**config.mk**
```make
export PLATFORM = sky130hd
export DESIGN_NAME = multichannel_dma_controller
export DESIGN_NICKNAME = d
export VERILOG_FILES = /design/src/shared/dma_pkg.sv /design/src/multichannel_dma_controller.sv
export SDC_FILE = /design/constraint.sdc
export NUM_CORES = 2
export LEC_CHECK = 0
export BUFFER_PORTS_ARGS = -buffer_cell sky130_fd_sc_hd__buf_2
export CORE_MARGIN = 2
export CORE_UTILIZATION = 30
export DETAILED_ROUTE_END_ITERATION = 10
export GPL_ROUTABILITY_DRIVEN = 0
export PLACE_DENSITY = 0.55
export SYNTH_ARGS = -nofsm -noshare
export SYNTH_HDL_FRONTEND = slang
export SYNTH_SLANG_ARGS = --single-unit
export TNS_END_PERCENT = 50
```
**constraint.sdc**
```tcl
create_clock -name clk -period 4.5 [get_ports clk]
set_input_delay 0.9 -clock clk [delete_from_list [all_inputs] [get_ports clk]]
set_output_delay 0.9 -clock clk [all_outputs]
set_load 0.05 [all_outputs]
```
**src/shared/dma_pkg.sv**
```systemverilog
package dma_pkg;

    // ****************************************************************
    // Sizes and register map
    // ****************************************************************
    localparam int NCH = 4;
    localparam int CH_SHIFT = 5;
    localparam logic [2:0] REG_CTRL = 3'h0;
    localparam logic [2:0] REG_SEL = 3'h1;
    localparam logic [2:0] REG_STA = 3'h2;
    localparam logic [2:0] REG_STB = 3'h3;
    localparam logic [2:0] REG_PAD = 3'h4;
    localparam logic [2:0] REG_CNT = 3'h5;
    localparam logic [2:0] REG_STAT = 3'h6;

    // ****************************************************************
    // Control fields and status fields
    // ****************************************************************
    localparam int CTRL_EN = 0;
    localparam int CTRL_BYTE = 1;
    localparam int CTRL_DIR = 2;
    localparam int CTRL_HALF = 3;
    localparam int CTRL_AM = 4;
    localparam int CTRL_ONESHOT = 6;
    localparam int CTRL_PING = 7;
    localparam int CTRL_FORCE = 8;
    localparam logic [1:0] AM_INC = 2'h0;
    localparam logic [1:0] AM_FIX = 2'h1;
    localparam logic [1:0] AM_IND = 2'h2;
    localparam int STAT_PP = 16;
    localparam int STAT_PEND = 17;
    localparam int STAT_BUSY = 18;

    // ****************************************************************
    // Request source codes and peripheral addresses
    // ****************************************************************
    localparam logic [7:0] SRC_CAPTURE_ONE = 8'h01;
    localparam logic [7:0] SRC_CAPTURE_TWO = 8'h05;
    localparam logic [7:0] SRC_COMPARE_ONE = 8'h02;
    localparam logic [7:0] SRC_CAN_RX = 8'h22;
    localparam logic [7:0] SRC_CAN_TX = 8'h46;
    localparam logic [7:0] SRC_ADC_DONE = 8'h0D;
    localparam logic [15:0] ADDR_CAPTURE_ONE_BUFFER = 16'h0144;
    localparam logic [15:0] ADDR_COMPARE_ONE_PRIMARY = 16'h0906;
    localparam logic [15:0] ADDR_COMPARE_ONE_SECONDARY = 16'h0904;
    localparam logic [15:0] ADDR_CAN_RECEIVE_WORD = 16'h0440;
    localparam logic [15:0] ADDR_CONVERTER_RESULT_BUFFER = 16'h0300;

    // ****************************************************************
    // Types
    // ****************************************************************
    typedef enum logic [2:0] {
        ST_IDLE = 3'b001,
        ST_READ = 3'b010,
        ST_WRITE = 3'b100
    } fsm_e;

    typedef struct packed {
        logic req;
        logic we;
        logic byte_sz;
        logic [15:0] addr;
        logic [15:0] wdata;
    } mem_req_s;

    typedef struct packed {
        logic ack;
        logic [15:0] rdata;
    } mem_rsp_s;

    typedef struct packed {
        fsm_e fsm;
        logic [1:0] cur;
        logic [NCH-1:0][7:0] ctrl;
        logic [NCH-1:0][7:0] sel;
        logic [NCH-1:0][15:0] sta;
        logic [NCH-1:0][15:0] stb;
        logic [NCH-1:0][15:0] pad;
        logic [NCH-1:0][15:0] cnt;
        logic [NCH-1:0][15:0] done;
        logic [NCH-1:0][15:0] addr;
        logic [NCH-1:0] pp;
        logic [NCH-1:0] pend;
        logic [NCH-1:0] prev;
        logic pready;
        logic pslverr;
        logic [31:0] prdata;
        mem_req_s mem;
        logic [NCH-1:0] irq_full;
        logic [NCH-1:0] irq_half;
    } state_s;

endpackage : dma_pkg

```
**src/multichannel_dma_controller.sv**
```systemverilog
// Decided for this implementation: the address map and the APB slave port.
`timescale 1ns/10ps
// Overview of operation
// - Every channel moves data one way only, set by its direction bit.
// - Among simultaneous requesters a fixed channel-index order picks one.
// - Losing requesters stay pending and are served later.
// - Finishing a block pulses the channel's block interrupt.
// - A channel may also interrupt at half block, per its control bit.
// - Timer and external interrupt events can start transfers.
// - Post-increment mode steps the memory address after each element.
// - Fixed mode keeps the memory address unchanged.
// - Peripheral indirect mode takes the memory address from the peripheral.
// - Elements are bytes or 16-bit words, per channel.
// - A transfer starts by software force or by the selected request.
// - One-shot stops after a block; auto-repeat restarts it.
// - Ping-pong alternates two start addresses at each block end.
// - Each channel selects its request from any source by eight bits.
// - Capture sources use codes 01 and 05; first buffer at 0x0144.
// - First compare source uses code 02; registers at 0x0906, 0x0904.
// - CAN receive uses 22, transmit 46; receive word at 0x0440.
// - Conversion done uses code 0D; result read from 0x0300.
module multichannel_dma_controller (
    input wire logic clk,
    input wire logic rst,
    input wire logic psel,
    input wire logic penable,
    input wire logic pwrite,
    input wire logic [31:0] paddr,
    input wire logic [31:0] pwdata,
    output logic [31:0] prdata,
    output logic pready,
    output logic pslverr,
    input wire logic [255:0] irq_src,
    input wire logic [15:0] pia_addr,
    output dma_pkg::mem_req_s mem_o,
    input wire dma_pkg::mem_rsp_s mem_i,
    output logic [dma_pkg::NCH-1:0] irq_block,
    output logic [dma_pkg::NCH-1:0] irq_half
);

    // ****************************************************************
    // Functions
    // ****************************************************************
    function automatic logic reg_hit(input logic [31:0] a);
        return a[31:7] == 25'h0 && a[1:0] == 2'h0 &&
               a[4:2] <= dma_pkg::REG_STAT;
    endfunction : reg_hit

    function automatic logic [15:0] addr_step(input logic [7:0] c);
        return c[dma_pkg::CTRL_BYTE] ? 16'h0001 : 16'h0002;
    endfunction : addr_step

    function automatic logic [1:0] amode(input logic [7:0] c);
        return c[dma_pkg::CTRL_AM +: 2];
    endfunction : amode

    // Lowest index wins; bit 2 flags a winner.
    function automatic logic [2:0] arbitrate(input logic [3:0] p);
        logic [2:0] g;
        g = 3'h0;
        for (int i = 3; i >= 0; i--) begin
            if (p[i]) begin
                g = {1'b1, 2'(i)};
            end
        end
        return g;
    endfunction : arbitrate

    // ****************************************************************
    // State and helpers
    // ****************************************************************
    dma_pkg::state_s r;
    dma_pkg::state_s s;
    logic [3:0] en;
    logic [3:0] src_now;
    logic [3:0] req_edge;
    logic [3:0] pend_ok;
    logic [2:0] grant;
    logic acc;
    logic wr;
    logic [1:0] wch;
    logic [2:0] wreg;
    logic elem_end;
    logic last;
    logic [7:0] cur_ctrl;
    logic [15:0] cur_addr;
    logic [15:0] cur_done;

    always_comb begin
        for (int i = 0; i < 4; i++) begin
            en[i] = r.ctrl[i][dma_pkg::CTRL_EN];
            src_now[i] = irq_src[r.sel[i]];
        end
    end

    assign req_edge = src_now & ~r.prev & en;
    assign pend_ok = r.pend & en;
    assign grant = arbitrate(pend_ok);
    assign acc = psel & penable;
    assign wr = acc & r.pready & pwrite & reg_hit(paddr);
    assign wch = paddr[6:5];
    assign wreg = paddr[4:2];
    assign cur_ctrl = r.ctrl[r.cur];
    assign cur_addr = r.addr[r.cur];
    assign cur_done = r.done[r.cur];
    assign last = cur_done == r.cnt[r.cur];
    assign elem_end = r.fsm == dma_pkg::ST_WRITE && mem_i.ack;

    // ****************************************************************
    // Next state
    // ****************************************************************
    always_comb begin
        logic [3:0] set_m;
        logic [3:0] clr_m;
        logic [1:0] c;
        logic [15:0] st;
        set_m = req_edge;
        clr_m = 4'h0;
        c = r.cur;
        st = 16'h0;
        s = r;
        s.prev = src_now;
        s.irq_full = 4'h0;
        s.irq_half = 4'h0;

        // APB answers one cycle into the access phase.
        s.pready = acc & ~r.pready;
        s.pslverr = acc & ~r.pready & ~reg_hit(paddr);
        s.prdata = 32'h0;
        if (acc && !r.pready && reg_hit(paddr)) begin
            case (wreg)
                dma_pkg::REG_CTRL: s.prdata = {24'h0, r.ctrl[wch]};
                dma_pkg::REG_SEL: s.prdata = {24'h0, r.sel[wch]};
                dma_pkg::REG_STA: s.prdata = {16'h0, r.sta[wch]};
                dma_pkg::REG_STB: s.prdata = {16'h0, r.stb[wch]};
                dma_pkg::REG_PAD: s.prdata = {16'h0, r.pad[wch]};
                dma_pkg::REG_CNT: s.prdata = {16'h0, r.cnt[wch]};
                default: begin
                    s.prdata = {16'h0, r.done[wch]};
                    s.prdata[dma_pkg::STAT_PP] = r.pp[wch];
                    s.prdata[dma_pkg::STAT_PEND] = r.pend[wch];
                    s.prdata[dma_pkg::STAT_BUSY] =
                        r.fsm != dma_pkg::ST_IDLE && r.cur == wch;
                end
            endcase
        end

        if (wr) begin
            case (wreg)
                dma_pkg::REG_CTRL: begin
                    s.ctrl[wch] = pwdata[7:0];
                    if (pwdata[dma_pkg::CTRL_EN] && !en[wch]) begin
                        s.addr[wch] = r.sta[wch];
                        s.done[wch] = 16'h0;
                        s.pp[wch] = 1'b0;
                    end
                    if (pwdata[dma_pkg::CTRL_FORCE] &&
                        pwdata[dma_pkg::CTRL_EN]) begin
                        set_m[wch] = 1'b1;
                    end
                end
                dma_pkg::REG_SEL: s.sel[wch] = pwdata[7:0];
                dma_pkg::REG_STA: s.sta[wch] = pwdata[15:0];
                dma_pkg::REG_STB: s.stb[wch] = pwdata[15:0];
                dma_pkg::REG_PAD: s.pad[wch] = pwdata[15:0];
                dma_pkg::REG_CNT: s.cnt[wch] = pwdata[15:0];
                default: s.pend = r.pend;
            endcase
        end

        case (r.fsm)
            dma_pkg::ST_IDLE: begin
                if (grant[2]) begin
                    c = grant[1:0];
                    clr_m[c] = 1'b1;
                    s.cur = c;
                    s.fsm = dma_pkg::ST_READ;
                    st = r.addr[c];
                    if (amode(r.ctrl[c]) == dma_pkg::AM_IND) begin
                        st = pia_addr;
                        s.addr[c] = pia_addr;
                    end
                    s.mem.req = 1'b1;
                    s.mem.we = 1'b0;
                    s.mem.byte_sz = r.ctrl[c][dma_pkg::CTRL_BYTE];
                    s.mem.addr = r.ctrl[c][dma_pkg::CTRL_DIR] ?
                                 st : r.pad[c];
                end
            end
            dma_pkg::ST_READ: begin
                if (mem_i.ack) begin
                    s.fsm = dma_pkg::ST_WRITE;
                    s.mem.we = 1'b1;
                    s.mem.wdata = mem_i.rdata;
                    s.mem.addr = cur_ctrl[dma_pkg::CTRL_DIR] ?
                                 r.pad[c] : cur_addr;
                end
            end
            dma_pkg::ST_WRITE: begin
                if (mem_i.ack) begin
                    s.fsm = dma_pkg::ST_IDLE;
                    s.mem.req = 1'b0;
                    s.mem.we = 1'b0;
                    if (last) begin
                        s.irq_full[c] = 1'b1;
                        s.done[c] = 16'h0;
                        if (cur_ctrl[dma_pkg::CTRL_ONESHOT]) begin
                            s.ctrl[c][dma_pkg::CTRL_EN] = 1'b0;
                        end
                        if (cur_ctrl[dma_pkg::CTRL_PING]) begin
                            s.pp[c] = ~r.pp[c];
                            s.addr[c] = r.pp[c] ? r.sta[c] : r.stb[c];
                        end else begin
                            s.addr[c] = r.sta[c];
                        end
                    end else begin
                        s.done[c] = cur_done + 16'h0001;
                        if (cur_ctrl[dma_pkg::CTRL_HALF] &&
                            cur_done == {1'b0, r.cnt[c][15:1]}) begin
                            s.irq_half[c] = 1'b1;
                        end
                        if (amode(cur_ctrl) == dma_pkg::AM_INC) begin
                            s.addr[c] = cur_addr + addr_step(cur_ctrl);
                        end else begin
                            s.addr[c] = cur_addr;
                        end
                    end
                end
            end
            default: s.fsm = dma_pkg::ST_IDLE;
        endcase

        // A new request wins over the grant that clears the old one.
        s.pend = ((r.pend & ~clr_m) | set_m);
        for (int i = 0; i < 4; i++) begin
            if (!s.ctrl[i][dma_pkg::CTRL_EN]) begin
                s.pend[i] = 1'b0;
            end
        end
    end

    always_ff @(posedge clk) begin
        if (rst) begin
            r <= '0;
            r.fsm <= dma_pkg::ST_IDLE;
        end else begin
            r <= s;
        end
    end

    // ****************************************************************
    // Outputs
    // ****************************************************************
    assign prdata = r.prdata;
    assign pready = r.pready;
    assign pslverr = r.pslverr;
    assign mem_o = r.mem;
    assign irq_block = r.irq_full;
    assign irq_half = r.irq_half;
endmodule : multichannel_dma_controller

```
==> key figures <==
Run status
  – Outcome: finished clean

Synth
  – Synth Area in Adders: 0.152%
  – Largest family of logic cells by synthesized area: multiplexers
  – Post-Syn Instances: 4290
  – Sequential fraction of the synthesis area: 28.0%
  – Post-synth top cells: nand2_1, dfxtp_1, a21oi_1, mux4_2, clkbuf_1
  – Post-Synth XOR/XNOR Area: 1.43%
  – Multiplexer share of the synthesized area: 29.9%
  – Synth Register Bits: 529
  – Post-synth EDFFs: 0
  – Simple-Gate Fraction of Synth Area: 16.4%
  – Async S/R FF share, synth: 0%
  – Most numerous cell in the Yosys netlist: nand2_1
  – Synthesized area per cell: 8.82 um2
  – Top cells by area, synth: dfxtp_1, mux4_2, nand2_1
  – Yosys warnings: 0
  – Synth top area share: 28.0%
  – Synth unique cells: 85
  – Post-synthesis compound-gate area fraction: 17.9%
  – Most used DFF post-synth: dfxtp_1
  – Cell taking the most area after synthesis: dfxtp_1
  – Synthesized cell area: 37900 um2

Pwr
  – Psw: 2.84 mW
  – Reg power frac: 42.7%
  – Leakage power: 14.2 nW
  – Pint: 8.12 mW
  – Comb pwr share: 8.9%
  – Sw Share: 25.9%
  – Max VDD drop: 0.301 mV
  – Clock power share: 48.4%
  – Pwr Density: 253 nW/um2

Critical path
  – Cells on worst reg2reg path: 10
  – Setup crit start kind: flop
  – Critical Path, Cell by Cell: buf_12 -> mux4_2 -> xnor2_1 -> nand4_1 -> nor4_4 -> buf_12 -> nor2_1 -> nand2_1 -> nand4_1 -> o21ai_0
  – CP arrival: 4.29 ns
  – Slowest CP cell: nor2_1
  – Crit path buf inv count: 2
  – Critical path class: flop to flop
  – Top delay family on crit path: simple AND/OR/NAND/NOR gates
  – Stages on the worst setup path: 10
  – CP Capture Type: flop
  – Largest fanout on the critical path: 40
  – WP data required: 5.02 ns
  – Slowest stage delay, CP: 0.88 ns

Final layout
  – Final std cells w/o fill: 6164
  – # fillers: 13000
  – Nets: 4806
  – Fin util: 34.5%
  – Area Overhead vs Synth: 14.4%
  – Share of cells above drive strength 1: 26.6%

Timing
  – Final setup vio count: 0
  – Fin Setup TNS: 0 ns
  – Slew @ Worst Pin: 1.19 ns
  – Hold Fails Final Rpt: 0
  – Max Fclk: 0.265 GHz
  – Setup WS post-layout: 0.730 ns
  – RSZ-0062 raised after global routing: no
  – Final worst-path cycle share: 83.8%
  – Max-slew violations: 0
  – Setup Skew: 0.0359 ns
  – Min Tclk post-route: 3.77 ns
  – Relative slew slack: 20.0%

Placed design
  – I/O Buffers: 405
  – DP Wirelength: 117000 um
  – Post-Place Cells: 6034
  – Pre-CTS setup slack: 0.483 ns

CTS
  – CTS tree: done
  – Clock root buffer master: clkbuf_16
  – # hold bufs at CTS: 0
  – Buffer count from post-CTS setup fixing: 0
  – CTS clk-pin slew, worst paths: 0.07 ns
  – Clock buffer depth: 3
  – H-tree depth: 2
  – PostCTS Resize Cnt: 0
  – Clock Latency Late Sink: 0.67 ns
  – CTS buffer count: 58
  – Sink Count: 529

Floorplanning
  – Num ports: 435
  – DIE HEIGHT: 359 um
  – Starting Density: 30.2%
  – Die ar.: 129000 um2
  – Placeable core region: 125000 um2
  – Die span in x: 359 um
  – Site row count: 130

Job
  – Maxcap violations: 0

Drt
  – Starting DRT DRC Count: 5065
  – Via/cell ratio: 6.05
  – Post-DR wirelength/cell: 27.2 um
  – Routed Antenna Nets: 0
  – Drt drc: 0
  – Via count: 37300
  – Post-Route WL: 168000 um
  – Drt pass-1 iters: 6

Global routing
  – Largest net degree at the start of global routing: 175
  – Antenna violations before repair: 39
  – Global-route wire length before repair: 243000 um
  – Total track usage: 24.9%
  – GRT overflow: 0
  – Vias in the first global route: 34800

Hold path
  – Worst min path class: flop to flop
  – Worst hold stages: 2
layout by cell type, fill, tap and decap left out, drive strengths merged, types with 22 or more instances in the layout:
cell type,instances
clkbuf,82
a211oi,22
nand2,756
nor3,36
a2111oi,27
nor2b,32
mux2i,233
a311oi,26
o22ai,93
nor4,28
a221oi,30
xor2,27
dfxtp,529
a21o,29
a21oi,490
inv,25
buf,565
a22oi,117
a22o,25
xnor2,35
nor2,247
o21ai,57
mux4,323
o211ai,34
mux2,152
a31oi,25
nand3,212
a222oi,25
final cells by class:
class	instances	area (um2)	area share, %
Antenna cell	21	52.6	0.121
Clock buffer	82	1690	3.91
Clock inverter	27	393	0.907
Inverter	21	78.8	0.182
Multi-Input combinational cell	3269	25100	57.9
Sequential cell	529	10600	24.5
Tap cell	1650	2060	4.77
Timing Repair Buffer	565	3350	7.73
kinds of logic after synthesis:
logic type | count (synthesis)
xor gates and xnor gates | 62
AOI/OAI and AO/OA | 1059
muxes | 708
and+or+nand+nor | 1423
adders and majority gates | 4
buffers and inverters | 504
DFF | 529
other | 1
through the flow:
stage | instance area [um2] | hold slack [ns] | power, mW
after floorplan | 37900 | 0.437 | 5.27
after global placement | 41200 | 0.440 | 5.73
after detailed placement | 41200 | 0.443 | 5.73
after CTS | 43300 | 0.449 | 11.0
after global routing | 43300 | 0.473 | 11.3
final | 43300 | 0.450 | 11.0
power groups by stage:
| stage | Combinational (mW) | Sequential, mW | Clock, mW |
|---|---|---|---|
| after floorplan | 0.475 | 4.79 | 0 |
| after global placement | 0.942 | 4.78 | 0 |
| after detailed placement | 0.949 | 4.78 | 0 |
| after CTS | 0.951 | 4.68 | 5.39 |
| after global routing | 1.01 | 4.68 | 5.59 |
| final | 0.975 | 4.68 | 5.31 |
worst paths after layout:
check             startpoint   endpoint  slack [ns]
setup / recovery      r[537]     r[147]        0.73
hold / removal     mem_o[10]  mem_o[10]        0.45
setup reg to reg      r[537]     r[147]        0.73
hold reg to reg    mem_o[10]  mem_o[10]        0.45
layer usage:
metal  up-vias  global-route usage [%]  share of wire (%)
li1      16300                       -                  -
met1     18200                    33.6                 40
met2      2370                    38.5                 45
met3       407                    5.35                 11
met4        16                    9.85                4.3
met5         -                       0              0.057
worst reg2reg max path, stage by stage (launching register included):
cell and delay, ns:
dfxtp_4 0.77, buf_12 0.33, mux4_2 0.68, xnor2_1 0.17, nand4_1 0.16, nor4_4 0.07, buf_12 0.19, nor2_1 0.91
nand2_1 0.11, nand4_1 0.13, o21ai_0 0.08
Note: power is estimated with default switching activity, not from simulation.
